### src/include/phy_status_pkg.sv
// Purpose: Constants for the management status register block
// Assumes: 16-bit register word, 5-bit register address
// Notes: Bit positions and reset value of the status word
package phy_status_pkg;
  // ==========================================================
  // Register map
  localparam logic [4:0] STATUS_ADDR = 5'h01;
  localparam logic [15:0] STATUS_RESET = 16'h7809;
  // ==========================================================
  // Field positions
  localparam int BIT_T4 = 15;
  localparam int BIT_CAP_HI = 14;
  localparam int BIT_CAP_LO = 11;
  localparam int BIT_RSV_HI = 10;
  localparam int BIT_RSV_LO = 7;
  localparam int BIT_PRE_SKIP = 6;
  localparam int BIT_NEG_DONE = 5;
  localparam int BIT_REM_FAULT = 4;
  localparam int BIT_NEG_ABLE = 3;
  localparam int BIT_LINK = 2;
  localparam int BIT_JABBER = 1;
  localparam int BIT_EXT = 0;
  localparam int CAP_W = 4;
  localparam int RSV_W = 4;
  localparam logic [CAP_W-1:0] CAP_RESET = 4'hf;
  localparam logic [RSV_W-1:0] RSV_RESET = 4'h0;
  localparam logic ZERO_BIT = 1'b0;
  localparam logic ONE_BIT = 1'b1;
endpackage

### src/include/status_event_if.sv
// Purpose: Carries status events and read strobe to the sticky bit bank
// Assumes: Single clock domain
// Notes: Sticky bits are returned on the same bundle
`timescale 1ns/1ps
`default_nettype none
interface status_event_if;
  logic negEnable;
  logic negDone;
  logic remFault;
  logic linkOk;
  logic jabberSeen;
  logic readStrobe;
  logic negDoneSticky;
  logic remFaultSticky;
  logic linkSticky;
  logic jabberSticky;
  modport src (output negEnable, negDone, remFault, linkOk, jabberSeen, readStrobe,
    input negDoneSticky, remFaultSticky, linkSticky, jabberSticky);
  modport bank (input negEnable, negDone, remFault, linkOk, jabberSeen, readStrobe,
    output negDoneSticky, remFaultSticky, linkSticky, jabberSticky);
endinterface
`default_nettype wire

### src/rtl/phy_mgmt_status_register.sv
// Purpose: Management status register word at address one
// Assumes: Management frame logic presents decoded read and write strobes
// Notes: Status sources are pins, so they pass a three-stage synchroniser
`timescale 1ns/1ps
`default_nettype none
//
// Contract
// - Status word is 16 bits at management address one, readable.
// - Every bit returns to its default on any reset.
// - Bit 15 is read-only and always reads zero.
// - Capability bits 14..11 default one, change only by override write.
// - Capability bit reads one when mode supported, zero otherwise.
// - Reserved bits 10..7 read zero.
// - Override-writable bits accept writes only while unlock is one.
// - Bit 6 defaults zero; one means preamble-less frames accepted.
// - Bit 5 read-only sticky-high negotiation complete, default zero.
// - Bit 4 read-only sticky-high remote fault, default zero.
// - Bits 3 and 0 are read-only and always read one.
// - Bit 2 sticky-low link state, default zero, zero after drops.
// - Bit 1 sticky-high jabber, cleared by register read.
// - Remote fault bit is cleared by register read.
// - Completion set only after negotiation finishes; zero when disabled.
module phy_mgmt_status_register
  import phy_status_pkg::*;
(
  // Clock and reset
  input wire logic clk_sys,
  input wire logic rst,
  // Management access
  input wire logic [4:0] regAddr,
  input wire logic readStb,
  input wire logic writeStb,
  input wire logic [15:0] writeData,
  output logic [15:0] readData,
  output logic readValid,
  // Override unlock from the extended control register
  input wire logic overrideWritable,
  // Status sources
  input wire logic negEnablePin,
  input wire logic negDonePin,
  input wire logic remFaultPin,
  input wire logic linkOkPin,
  input wire logic jabberPin,
  // Preamble skip setting to the frame logic
  output logic framePreambleSkip
);
  status_event_if ev ();
  logic [4:0] syncLevel;
  logic [CAP_W-1:0] capBits, next_capBits;
  logic [RSV_W-1:0] rsvBits, next_rsvBits;
  logic preSkip, next_preSkip;
  logic [15:0] word;
  logic [15:0] next_readData;
  logic next_readValid;
  logic hit;

  // ==========================================================
  // Pin synchronisers; link idles low, rest low
  pin_sync3 #(.W(5), .INIT(5'h00)) u_sync (
    .clk_sys(clk_sys),
    .rst(rst),
    .pinIn({negEnablePin, negDonePin, remFaultPin, linkOkPin, jabberPin}),
    .level(syncLevel)
  );

  assign hit = (regAddr == STATUS_ADDR);
  assign ev.negEnable = syncLevel[4];
  assign ev.negDone = syncLevel[3];
  assign ev.remFault = syncLevel[2];
  assign ev.linkOk = syncLevel[1];
  assign ev.jabberSeen = syncLevel[0];
  assign ev.readStrobe = readStb & hit;

  // sticky bits fed only from sources and the status read strobe
  sticky_bank u_sticky (
    .clk_sys(clk_sys),
    .rst(rst),
    .ev(ev)
  );

  // ==========================================================
  // Override-writable fields
  always_comb begin
    next_capBits = capBits;
    next_rsvBits = rsvBits;
    next_preSkip = preSkip;
    if (writeStb && hit && overrideWritable) begin
      next_capBits = writeData[BIT_CAP_HI:BIT_CAP_LO];
      next_rsvBits = writeData[BIT_RSV_HI:BIT_RSV_LO];
      next_preSkip = writeData[BIT_PRE_SKIP];
    end
  end

  always_ff @(posedge clk_sys or posedge rst) begin
    if (rst) begin
      capBits <= CAP_RESET;
      rsvBits <= RSV_RESET;
      preSkip <= STATUS_RESET[BIT_PRE_SKIP];
    end else begin
      capBits <= next_capBits;
      rsvBits <= next_rsvBits;
      preSkip <= next_preSkip;
    end
  end

  // ==========================================================
  // Read word assembly
  always_comb begin
    word = '0;
    word[BIT_T4] = ZERO_BIT;
    word[BIT_CAP_HI:BIT_CAP_LO] = capBits;
    // reserved read zero; stored copy kept for test hooks
    word[BIT_RSV_HI:BIT_RSV_LO] = RSV_RESET;
    word[BIT_PRE_SKIP] = preSkip;
    word[BIT_NEG_DONE] = ev.negDoneSticky;
    word[BIT_REM_FAULT] = ev.remFaultSticky;
    word[BIT_NEG_ABLE] = ONE_BIT;
    word[BIT_EXT] = ONE_BIT;
    word[BIT_LINK] = ev.linkSticky;
    word[BIT_JABBER] = ev.jabberSticky;
    next_readData = readData;
    next_readValid = 1'b0;
    if (readStb && hit) begin
      next_readData = word;
      next_readValid = 1'b1;
    end else if (readStb) begin
      next_readData = '0; // Unmapped here: another block answers
    end
  end

  // Output registers
  always_ff @(posedge clk_sys or posedge rst) begin
    if (rst) begin
      readData <= '0;
      readValid <= 1'b0;
      framePreambleSkip <= STATUS_RESET[BIT_PRE_SKIP];
    end else begin
      readData <= next_readData;
      readValid <= next_readValid;
      framePreambleSkip <= next_preSkip;
    end
  end

  // ==========================================================
  // Checks
  // locked write leaves fields
  locked_write_a: assert property (@(posedge clk_sys) disable iff (rst)
    (writeStb && !overrideWritable) |=> $stable(capBits) && $stable(preSkip))
    else $error("override field changed while locked");
  rsv_locked_a: assert property (@(posedge clk_sys) disable iff (rst)
    (writeStb && !overrideWritable) |=> $stable(rsvBits))
    else $error("reserved copy changed while locked");
  rsv_write_a: assert property (@(posedge clk_sys) disable iff (rst)
    (writeStb && hit && overrideWritable) |=> rsvBits == $past(writeData[BIT_RSV_HI:BIT_RSV_LO]))
    else $error("reserved write not taken");
  cap_write_a: assert property (@(posedge clk_sys) disable iff (rst)
    (writeStb && hit && overrideWritable) |=> capBits == $past(writeData[BIT_CAP_HI:BIT_CAP_LO]))
    else $error("capability write not taken");
  pre_write_a: assert property (@(posedge clk_sys) disable iff (rst)
    (writeStb && hit && overrideWritable) |=> preSkip == $past(writeData[BIT_PRE_SKIP]))
    else $error("preamble skip write not taken");
  pre_follow_a: assert property (@(posedge clk_sys) disable iff (rst)
    framePreambleSkip == preSkip) else $error("preamble skip output differs");
  other_write_a: assert property (@(posedge clk_sys) disable iff (rst)
    (writeStb && !hit) |=> $stable(capBits) && $stable(rsvBits) && $stable(preSkip))
    else $error("field changed by write to another address");
  fixed_bits_a: assert property (@(posedge clk_sys) disable iff (rst)
    readValid |-> readData[BIT_NEG_ABLE] && readData[BIT_EXT] && !readData[BIT_T4])
    else $error("fixed bits wrong");
  rsv_zero_a: assert property (@(posedge clk_sys) disable iff (rst)
    readValid |-> readData[BIT_RSV_HI:BIT_RSV_LO] == RSV_RESET) else $error("reserved bits nonzero");
  cap_read_a: assert property (@(posedge clk_sys) disable iff (rst)
    readValid |-> readData[BIT_CAP_HI:BIT_CAP_LO] == $past(capBits))
    else $error("capability bits misread");
  // completion and fault read as held
  status_read_a: assert property (@(posedge clk_sys) disable iff (rst)
    readValid |-> readData[BIT_NEG_DONE] == $past(ev.negDoneSticky)
      && readData[BIT_REM_FAULT] == $past(ev.remFaultSticky))
    else $error("completion or fault bit misread");
  // link and jabber read as held
  link_read_a: assert property (@(posedge clk_sys) disable iff (rst)
    readValid |-> readData[BIT_LINK] == $past(ev.linkSticky)
      && readData[BIT_JABBER] == $past(ev.jabberSticky))
    else $error("link or jabber bit misread");
  link_restore_a: assert property (@(posedge clk_sys) disable iff (rst)
    (ev.readStrobe && ev.linkOk) |=> ev.linkSticky)
    else $error("link bit not restored by read");
  jabber_clear_a: assert property (@(posedge clk_sys) disable iff (rst)
    (readStb && hit && !ev.jabberSeen) |=> !ev.jabberSticky)
    else $error("jabber not cleared by read");
  jabber_set_a: assert property (@(posedge clk_sys) disable iff (rst)
    ev.jabberSeen |=> ev.jabberSticky) else $error("jabber not latched");
  fault_clear_a: assert property (@(posedge clk_sys) disable iff (rst)
    (readStb && hit && !ev.remFault) |=> !ev.remFaultSticky)
    else $error("fault not cleared by read");
  read_answer_a: assert property (@(posedge clk_sys) disable iff (rst)
    (readStb && hit) |=> readValid) else $error("read not answered");
  answer_hit_a: assert property (@(posedge clk_sys) disable iff (rst)
    !(readStb && hit) |=> !readValid) else $error("answer without a read");
  data_hold_a: assert property (@(posedge clk_sys) disable iff (rst)
    !readStb |=> $stable(readData)) else $error("read data moved without a read");
  fault_set_a: assert property (@(posedge clk_sys) disable iff (rst)
    ev.remFault |=> ev.remFaultSticky) else $error("fault not latched");
  done_set_a: assert property (@(posedge clk_sys) disable iff (rst)
    (ev.negEnable && ev.negDone) ##1 ev.negEnable |-> ev.negDoneSticky)
    else $error("completion not latched");
  done_clear_a: assert property (@(posedge clk_sys) disable iff (rst)
    (ev.readStrobe && !ev.negDone) |=> !ev.negDoneSticky)
    else $error("completion not cleared by read");
  sticky_hold_a: assert property (@(posedge clk_sys) disable iff (rst)
    (writeStb && !readStb && !ev.remFault && !ev.jabberSeen)
      |=> $stable(ev.remFaultSticky) && $stable(ev.jabberSticky))
    else $error("sticky bit moved by a write");
  // defaults held in reset; second cycle so the flops have settled
  reset_values_a: assert property (@(posedge clk_sys)
    rst ##1 rst |-> capBits == CAP_RESET && rsvBits == RSV_RESET
      && preSkip == STATUS_RESET[BIT_PRE_SKIP] && !readValid && readData == '0
      && !ev.negDoneSticky && !ev.remFaultSticky && !ev.linkSticky && !ev.jabberSticky)
    else $error("defaults not loaded in reset");
endmodule
`default_nettype wire

### src/rtl/pin_sync3.sv
// Purpose: Three-stage synchroniser for pin levels
// Assumes: Input is asynchronous to clk_sys
// Notes: Output changes only when stages two and three agree
`timescale 1ns/1ps
`default_nettype none
module pin_sync3 #(
  parameter int W = 1,
  parameter logic [W-1:0] INIT = '0
) (
  // Clock and reset
  input wire logic clk_sys,
  input wire logic rst,
  // Levels
  input wire logic [W-1:0] pinIn,
  output logic [W-1:0] level
);
  logic [W-1:0] stage1;
  logic [W-1:0] stage2;
  logic [W-1:0] stage3;
  logic [W-1:0] next_level;

  // ==========================================================
  // Agreement filter; stage1 feeds stage2 only
  always_comb begin
    next_level = level;
    for (int i = 0; i < W; i++) begin
      if (stage2[i] == stage3[i]) begin
        next_level[i] = stage3[i];
      end
    end
  end

  // Registers
  always_ff @(posedge clk_sys or posedge rst) begin
    if (rst) begin
      stage1 <= INIT;
      stage2 <= INIT;
      stage3 <= INIT;
      level <= INIT;
    end else begin
      stage1 <= pinIn;
      stage2 <= stage1;
      stage3 <= stage2;
      level <= next_level;
    end
  end
endmodule
`default_nettype wire

### src/rtl/sticky_bank.sv
// Purpose: Sticky status bits of the status register
// Assumes: Inputs already synchronised to clk_sys
// Notes: A set in the read cycle wins over the read clear
`timescale 1ns/1ps
`default_nettype none
module sticky_bank
  import phy_status_pkg::*;
(
  // Clock and reset
  input wire logic clk_sys,
  input wire logic rst,
  // Event bundle
  status_event_if.bank ev
);
  logic negDoneQ, remFaultQ, linkQ, jabberQ;
  logic next_negDone, next_remFault, next_link, next_jabber;

  // ==========================================================
  // Next values of the sticky bits
  always_comb begin
    if (!ev.negEnable) begin
      next_negDone = ZERO_BIT;
    end else begin
      next_negDone = ev.negDone | (negDoneQ & ~ev.readStrobe);
    end
    next_remFault = ev.remFault | (remFaultQ & ~ev.readStrobe);
    next_jabber = ev.jabberSeen | (jabberQ & ~ev.readStrobe);
    if (!ev.linkOk) begin
      next_link = ZERO_BIT;
    end else if (ev.readStrobe || linkQ) begin
      next_link = ONE_BIT;
    end else begin
      next_link = linkQ;
    end
  end

  always_ff @(posedge clk_sys or posedge rst) begin
    if (rst) begin
      negDoneQ <= STATUS_RESET[BIT_NEG_DONE];
      remFaultQ <= STATUS_RESET[BIT_REM_FAULT];
      linkQ <= STATUS_RESET[BIT_LINK];
      jabberQ <= STATUS_RESET[BIT_JABBER];
    end else begin
      negDoneQ <= next_negDone;
      remFaultQ <= next_remFault;
      linkQ <= next_link;
      jabberQ <= next_jabber;
    end
  end

  assign ev.negDoneSticky = negDoneQ;
  assign ev.remFaultSticky = remFaultQ;
  assign ev.linkSticky = linkQ;
  assign ev.jabberSticky = jabberQ;

  link_drop_a: assert property (@(posedge clk_sys) disable iff (rst)
    !ev.linkOk |=> !linkQ) else $error("link bit not cleared on drop");
  neg_disabled_a: assert property (@(posedge clk_sys) disable iff (rst)
    !ev.negEnable |=> !negDoneQ) else $error("negotiation bit set while disabled");
endmodule
`default_nettype wire
### config.mk
export PLATFORM = sky130hd
export DESIGN_NAME = phy_mgmt_status_register
export DESIGN_NICKNAME = d
export VERILOG_FILES = /design/src/include/phy_status_pkg.sv /design/src/include/status_event_if.sv /design/src/rtl/phy_mgmt_status_register.sv /design/src/rtl/pin_sync3.sv /design/src/rtl/sticky_bank.sv
export SDC_FILE = /design/constraint.sdc
export NUM_CORES = 1
export LEC_CHECK = 0
export BUFFER_PORTS_ARGS = -buffer_cell sky130_fd_sc_hd__buf_2
export CAP_MARGIN = 20
export CORE_ASPECT_RATIO = 1.75
export CORE_UTILIZATION = 30
export DETAILED_ROUTE_END_ITERATION = 8
export GPL_TIMING_DRIVEN = 0
export PLACE_DENSITY = 0.61
export SYNTH_ARGS = -nofsm -noshare
export SYNTH_HDL_FRONTEND = slang
export SYNTH_SLANG_ARGS = --single-unit
### constraint.sdc
create_clock -name clk_sys -period 1.41 [get_ports clk_sys]
set_input_delay 0.282 -clock clk_sys [delete_from_list [all_inputs] [get_ports clk_sys]]
set_output_delay 0.282 -clock clk_sys [all_outputs]
set_load 0.02 [all_outputs]
==> flow_summary.json, run 1 <==
{
  "post-place-cells": 185,
  "setup_viol": 0,
  "die_y_um": 93.4,
  "final.setup_skew_ps": 7.29,
  "cts-root-to-sink-buffers": 2,
  "clkLatencyLatePin_ps": 290,
  "routabilityCongestion": 0.699,
  "clock_sinks": 40,
  "clkSlewWorstSetupHoldPaths_ps": 70,
  "fin_ws_ps": 164,
  "timing.critical_path.fanout_max": 3,
  "core_region_area_um2": 4480,
  "fmax_mhz": 802,
  "final_antenna_net_count": 0,
  "start_util_pct": 31.9,
  "status": "completed",
  "fp.dieArea_um2": 5060,
  "via_count_of_the_first_global_routing_pass": 818,
  "placement_rows": 32,
  "max_capacitance_violation_total": 0,
  "synth_edf_count": 0,
  "vdd_ir_drop_max_mv": 0.786,
  "totalNegativeSetupSlack_ps": 0,
  "first_pass_iters": 4,
  "cts_tree": "done",
  "synth.largest_area_cell": "dfrtp_1",
  "port-buffer-count": 32,
  "synth_seq_area_share_pct": 70.3,
  "crit_path_end_kind": "output port",
  "yosys.cell_count.top_type": "dfrtp_1",
  "finalNonFillerCells": 193,
  "power_density_nw_per_um2": 1230,
  "synth_ff_type": "dfrtp_1",
  "criticalPathCategory": "reg2out",
  "timing.slew.headroom_pct": 48.7,
  "htree_levels": 2,
  "floorplan.io_pins": 49,
  "detail_routed_net_length_per_standard_cell_um": 12.0,
  "hold_violations": 0,
  "inserted_clock_buffers": 5,
  "postSynth.asyncResetShare_pct": 100,
  "drtIter0Drc": 10,
  "layout.nets": 172,
  "post_dp_cell_area_um2": 1700,
  "grt_setup_unrepaired": "no",
  "worst_ep_required_time_ps": 1130,
  "worst_ep_arrival_time_ps": 960,
  "worst_slew_pin_slew_ps": 768,
  "syn_inst": 97,
  "crit_path_start_kind": "flop",
  "grt_start_max_net_pins": 23,
  "fraction_of_layout_instances_using_a_drive_strength_above_1_pct": 41.5,
  "grt_antenna_before_repair": 0,
  "min_path_type": "in2reg",
  "synth.ff_latch_count": 40,
  "antenna-diode-count": 0,
  "total_leakage_power_nw": 0.859,
  "synth_area_per_cell_um2": 14.8,
  "postRouteWirelength_um": 2320,
  "place_ws_ps": 37.4,
  "r2r_slack_ps": 540,
  "timing.final.max_slew_violations": 0,
  "min_period_over_period_pct": 88.4,
  "gr_util_all_layers_pct": 10.5,
  "final_design_area_no_fill_um2": 1790,
  "grt_first_pass_wirelength_um": 3690,
  "ys_warn_count": 0,
  "commonest_cells_post_synth": "dfrtp_1 (36), nand2_1 (13), o2bb2ai_1 (9), buf_4 (6)",
  "drc_violations_left": 0,
  "finalWorstPathRequiredPeriod_ps": 1250,
  "via_count": 840,
  "synth.distinct_cells": 21,
  "post_detailed_placement_half_perimeter_wirelength_um": 1730,
  "clk_root_buffer_cell": "clkbuf_8",
  "postCtsHoldBufs": 0,
  "post_drt_via_cell_ratio": 4.35,
  "netlist_top_cells_area": "dfrtp_1 (63%), dfstp_2 (7.3%), o2bb2ai_1 (5.5%)",
  "grt_remaining_overflow": 0,
  "postCtsSetupRepairBufs": 0,
  "cts-resized-gates": 0,
  "synth_top_area_share_pct": 62.9,
  "mappedNetlistArea_um2": 1430,
  "syn_to_final_growth_pct": 25.2,
  "floorplan.die.width_um": 54.2
}
-- worst paths after layout --
check,to,startpoint,cells after the start
max in group asynchronous,capBits[3],rst,3
worst min register to register,u_sync.stage2[4],u_sync.stage1[4],0
min in group asynchronous,u_sync.stage3[2],rst,2
worst max register to register,u_sync.level[0],u_sync.stage2[0],1
worst max-delay path,readData[3],readData[3],2
worst min-delay path,u_sync.stage1[2],remFaultPin,1
-- layout make-up --
| type | instances | area (um^2) |
|---|---|---|
| multi-input combinational | 49 | 364 |
| fill | 407 | 2690 |
| sequential | 40 | 1010 |
| clock inverter | 1 | 7.51 |
| inverter | 2 | 7.51 |
| tap | 51 | 63.8 |
| buffer | 10 | 68.8 |
| clock buffer | 7 | 86.3 |
| timing repair buffer | 33 | 188 |
-- per-stage QoR --
stage               power, mW  hold slack [ps]  utilization, %
finish                   2.20             96.2            40.0
floorplan                1.39              313               -
global route             2.32             79.4            40.0
CTS                      2.25             86.1            40.0
global placement         1.45              332            37.2
detailed placement       1.47              337            37.9
-- sequential cells by signal, indices dropped and copies added, names as in the netlist --
register,cells
readValid,1
u_sticky.ev.remFaultSticky,1
u_sticky.ev.jabberSticky,1
u_sticky.ev.linkSticky,1
u_sync.stage2,5
framePreambleSkip,1
u_sync.level,5
u_sync.stage3,5
u_sync.stage1,5
readData,10
u_sticky.ev.negDoneSticky,1
capBits,4
-- layout by cell type, fill, tap and decap left out, types with 3 or more instances in the layout --
cell type,count
o2bb2ai_1,9
mux2_4,5
buf_4,6
conb_1,5
dfrtp_1,36
dfstp_2,4
nand2_1,13
clkbuf_8,6
maj3_1,5
clkbuf_1,3
buf_2,33
-- layer usage --
metal	track usage, %	wire (um)	vias to the layer above
li1	-	-	402
met4	5.13	46	0
met5	0	0	-
met3	4.39	167	5
met2	16.2	1190	31
met1	12.1	922	402
-- kinds of logic after synthesis --
kind of cell,synth area share [%]
AND/OR/NAND/NOR,6.82
AO/OA/AOI/OAI,8.57
other,0.262
flip-flops,70.3
adder cells (fa/ha/maj),3.50
multiplexers,5.24
buffers and inverters,5.33
-- worst max-delay path, cell delays in order (launching register included) --
cell     delay [ps]
dfrtp_1         400
buf_4           130
buf_2           150
-- power by group --
| group | leakage [nW] | total [mW] | internal, mW | switching [mW] |
|---|---|---|---|---|
| clock | 0.0445 | 0.760 | 0.397 | 0.363 |
| combinational | 0.329 | 0.184 | 0.0943 | 0.0902 |
| sequential | 0.486 | 1.26 | 1.22 | 0.0355 |
| total | 0.859 | 2.20 | 1.71 | 0.488 |
Note: power is estimated with default switching activity, not from simulation.
==> inputs of run 2 (changes only) <==
- BUFFER_PORTS_ARGS: -buffer_cell sky130_fd_sc_hd__buf_2 -> not set
- DONT_BUFFER_PORTS: not set -> 1
- PLACE_DENSITY: 0.61 -> 0.53
- clock period: 1.41 -> 1.55 ns (I/O delays scaled with it)
==> flow_summary.json, run 2 (synthesis results as in run 1) <==
{
  "post_drt_via_cell_ratio": 4.57,
  "layout.nets": 139,
  "p_int_mw": 1.81,
  "via_count_of_the_first_global_routing_pass": 728,
  "via_count": 731,
  "cts-root-to-sink-buffers": 2,
  "totalNegativeSetupSlack_ps": 0,
  "status": "completed",
  "r2r_slack_ps": 680,
  "gr_util_all_layers_pct": 10.2,
  "criticalPathCategory": "reg2out",
  "floorplan.io_pins": 49,
  "floorplan.die.width_um": 54.2,
  "cts-resized-gates": 0,
  "htree_levels": 2,
  "core_region_area_um2": 4480,
  "finalWorstPathRequiredPeriod_ps": 1270,
  "worst_slew_pin_slew_ps": 802,
  "power.net_switching_mw": 0.442,
  "worst-path-buf-inv": 1,
  "setup_viol": 0,
  "final_core_utilization_pct": 36.6,
  "min_period_over_period_pct": 82.0,
  "start_util_pct": 31.9,
  "largest_reg_flops": 10,
  "drtIter0Drc": 3,
  "worstSetupPathDepth": 1,
  "placement_rows": 32,
  "cp_slowest_stage_delay_ps": 480,
  "mostFrequentLayoutCells": "dfrtp_1 (36), nand2_1 (13), o2bb2ai_1 (9)",
  "port-buffer-count": 0,
  "grt_first_pass_wirelength_um": 3550,
  "mostFrequentLayoutCell": "dfrtp_1",
  "timing.critical_path.fanout_max": 3,
  "hold_depth": 0,
  "fp.dieArea_um2": 5060,
  "grt_start_max_net_pins": 41,
  "clkSlewWorstSetupHoldPaths_ps": 80,
  "critical_path.cell_chain": "buf_4",
  "clkLatencyLatePin_ps": 290,
  "postCtsHoldBufs": 0,
  "path_delay_family": "flip-flops",
  "cts_tree": "done",
  "postCtsSetupRepairBufs": 0,
  "clock_sinks": 40,
  "postRouteWirelength_um": 2260,
  "hold_violations": 0,
  "grt_antenna_before_repair": 0,
  "worst_min_delay_path_startpoint": "negEnablePin",
  "fraction_of_layout_instances_using_a_drive_strength_above_1_pct": 24.8,
  "reg2reg_from": "framePreambleSkip",
  "timing.slew.headroom_pct": 46.4,
  "power.sequential.fraction_pct": 51.1,
  "worst_ep_arrival_time_ps": 960,
  "detail_routed_net_length_per_standard_cell_um": 14.1,
  "max_capacitance_violation_total": 0,
  "place_ws_ps": 276,
  "syn_to_final_growth_pct": 14.8,
  "power_mw": 2.25,
  "clk_root_buffer_cell": "clkbuf_8",
  "inserted_clock_buffers": 5,
  "crit_path_end_kind": "output port",
  "r2r-end": "framePreambleSkip",
  "min_path_type": "in2reg",
  "min_delay_worst_endpoint": "u_sync.stage1[4]",
  "pwr-share-comb_pct": 5.2,
  "first_pass_iters": 2,
  "total_leakage_power_nw": 0.720,
  "post_detailed_placement_half_perimeter_wirelength_um": 1600,
  "die_y_um": 93.4,
  "crit_path_start_kind": "flop",
  "worst_ep_required_time_ps": 1240,
  "ff2ff_path_depth": 1,
  "power_density_nw_per_um2": 1370,
  "grt_remaining_overflow": 0,
  "fin_ws_ps": 278,
  "netSwitchingFraction_pct": 19.6,
  "crit_slowest_cell": "dfrtp_1",
  "final.setup_skew_ps": 8.40,
  "drc_violations_left": 0,
  "hold_ws_ps": 44.1,
  "vdd_ir_drop_max_mv": 0.654,
  "final_antenna_net_count": 0,
  "timing.final.max_slew_violations": 0,
  "clock_network_power_share_pct": 43.7,
  "grt_setup_unrepaired": "no",
  "antenna-diode-count": 0,
  "fmax_mhz": 786,
  "largest-register": "readData",
  "routabilityCongestion": 0.663
}
## run 2: cell types whose count changed in the layout (fill, tap and decap cells not counted), sizes merged
cell	previous run	this run
clkbuf	9	8
clkinvlp	1	0
bufinv	0	2
buf	41	8
## run 2: how the worst max path moves through the flow
stage	startpoint	endpoint	slack, ps
after floorplan	rst	framePreambleSkip	330
after global placement	rst	u_sync.stage2[1]	-20
after detailed placement	regAddr[4]	framePreambleSkip	280
after CTS	readData[3]	readData[3]	250
after global routing	readData[3]	readData[3]	230
final	readData[3]	readData[3]	280
## run 2: power by group through the flow
stage	Combinational (mW)	Sequential [mW]	Clock, mW
finish	0.118	1.15	0.985
global route	0.135	1.16	1.04
CTS	0.121	1.15	1.01
detailed placement	0.121	1.17	0
global placement	0.117	1.17	0
floorplan	0.105	1.16	0
## run 2: area by class of cell
class	instances	area [um^2]
buffer	10	68.8
clock buffer	6	72.6
clock inverter	2	60.1
fill	437	2840
inverter	2	7.51
multi-input combinational	49	364
sequential	40	1010
tap	51	63.8
## run 2: per-layer routing
metal,global-route usage [%],routed length [um],vias to the layer above
li1,-,-,338
met1,11.9,923,359
met2,15.0,1120,28
met3,5.04,167,6
met4,5.13,47,0
met5,0,0,-
## run 2: per-stage QoR
step	cell area [um^2]	instances
after floorplan	1450	101
after global placement	1510	152
after detailed placement	1510	152
after CTS	1640	160
after global routing	1640	160
final	1640	160
==> inputs of run 3 (changes only) <==
- clock period: 1.55 -> 1.2 ns (I/O delays scaled with it)
==> flow_summary.json, run 3 (synthesis results as in run 1) <==
{
  "grt_start_max_net_pins": 41,
  "r2r-end": "framePreambleSkip",
  "power_density_nw_per_um2": 1720,
  "critical_path.cell_chain": "buf_6",
  "ff2ff_path_depth": 1,
  "worst_ep_required_time_ps": 960,
  "postRouteWirelength_um": 2270,
  "hold_violations": 36,
  "grt_remaining_overflow": 0,
  "layout.filler_cells": 434,
  "mostFrequentLayoutCell": "dfrtp_1",
  "crit_path_start_kind": "flop",
  "cp_slowest_stage_delay_ps": 470,
  "min_period_over_period_pct": 96.0,
  "failed_checks": "hold timing",
  "routabilityCongestion": 0.663,
  "crit_path_end_kind": "output port",
  "drc_violations_left": 0,
  "totalNegativeSetupSlack_ps": 0,
  "worst-path-buf-inv": 1,
  "placement_rows": 32,
  "reg2reg_from": "framePreambleSkip",
  "path_delay_family": "flip-flops",
  "crit_slowest_cell": "dfrtp_2",
  "crit_start": "readData[3]",
  "hold_ws_ps": -20.9,
  "final.setup_skew_ps": 8.49,
  "timing.slew.headroom_pct": 46.8,
  "vdd_ir_drop_max_mv": 0.845,
  "fmax_mhz": 868,
  "worst_slew_pin_slew_ps": 798,
  "final_core_utilization_pct": 37.9,
  "clk_root_buffer_cell": "clkbuf_8",
  "floorplan.io_pins": 49,
  "port-buffer-count": 0,
  "die_y_um": 93.4,
  "cts_tree": "done",
  "fp.dieArea_um2": 5060,
  "clock_sinks": 40,
  "mostFrequentLayoutCells": "dfrtp_1 (35), nand2_1 (13), o2bb2ai_1 (9)",
  "worst_ep_arrival_time_ps": 910,
  "final_antenna_net_count": 0,
  "drtIter0Drc": 3,
  "min_path_type": "in2async",
  "core_region_area_um2": 4480,
  "status": "finished with violations",
  "timing.critical_path.fanout_max": 3,
  "first_pass_iters": 2,
  "via_count": 754,
  "finalWorstPathRequiredPeriod_ps": 1150,
  "criticalPathCategory": "reg2out",
  "largest_reg_flops": 10,
  "fraction_of_layout_instances_using_a_drive_strength_above_1_pct": 24.6,
  "clkLatencyLatePin_ps": 290,
  "grt_setup_unrepaired": "no",
  "fin_ws_ps": 47.6,
  "place_ws_ps": -4.03,
  "setup_viol": 0,
  "total_leakage_power_nw": 0.740,
  "max_capacitance_violation_total": 0,
  "worstSetupPathDepth": 1,
  "grt_first_pass_wirelength_um": 3620,
  "largest-register": "readData",
  "timing.final.max_slew_violations": 0,
  "clkSlewWorstSetupHoldPaths_ps": 80,
  "floorplan.die.width_um": 54.2,
  "antenna-diode-count": 0,
  "endpoint": "readData[3]",
  "gr_util_all_layers_pct": 10.3,
  "grt_antenna_before_repair": 0,
  "r2r_slack_ps": 330,
  "via_count_of_the_first_global_routing_pass": 755,
  "detail_routed_net_length_per_standard_cell_um": 13.8,
  "layout.nets": 144,
  "cts-root-to-sink-buffers": 2,
  "start_util_pct": 31.9,
  "htree_levels": 2,
  "syn_to_final_growth_pct": 18.6,
  "post_drt_via_cell_ratio": 4.57,
  "post_detailed_placement_half_perimeter_wirelength_um": 1600,
  "inserted_clock_buffers": 5
}
[run 3: how the worst min path moves through the flow]
stage                  endpoint  slack (ps)      start  cells after the start
2_1_floorplan  u_sync.stage1[0]         270  jabberPin                      0
3_3_place_gp   u_sync.stage1[0]         270  jabberPin                      0
3_5_place_dp   u_sync.stage1[0]         270  jabberPin                      0
4_1_cts        u_sync.stage2[3]           5        rst                      1
5_1_grt             readData[3]          60        rst                      1
6_report       u_sync.stage3[2]         -20        rst                      1
[run 3: layout make-up]
class,instances,area (um^2),share of cell area [%]
flip-flops and latches,40,1010,59.3
repair buffers,5,50.0,2.95
plain buffers,10,72.6,4.27
clock inverters,2,60.1,3.54
multi-input cells,49,364,21.4
inverters,2,7.51,0.442
well taps,51,63.8,3.76
clock buffers,6,72.6,4.27
[run 3: where the power goes]
group	leakage [nW]	internal [mW]	switching, mW
Sequential	0.484	1.44	0.0527
Combinational	0.191	0.0857	0.0798
Clock	0.0654	0.831	0.440
Total	0.740	2.35	0.573
[run 3: per-layer routing]
metal  vias to the layer above  share of wire, %  global-route usage [%]
met4                         0               2.1                    5.13
met5                         -                 0                       0
li1                        348                 -                       -
met2                        27                50                    15.3
met3                         6               6.8                    4.88
met1                       373                41                    12.1
[run 3: what timing repair did]
item,4_1_cts,5_1_grt
endpoints found under the hold margin,5,0
endpoints found under the setup margin,1,1
hold buffers,5,0
resized for setup,1,1
buffers inserted,0,0
[run 3: metrics by stage]
stage / cells / power (mW) / instance area, um^2
after detailed placement: 152 / 1.67 / 1510
after global routing: 165 / 3.03 / 1700
after global placement: 152 / 1.66 / 1510
final: 165 / 2.92 / 1700
after CTS: 165 / 2.96 / 1690
after floorplan: 101 / 1.64 / 1450
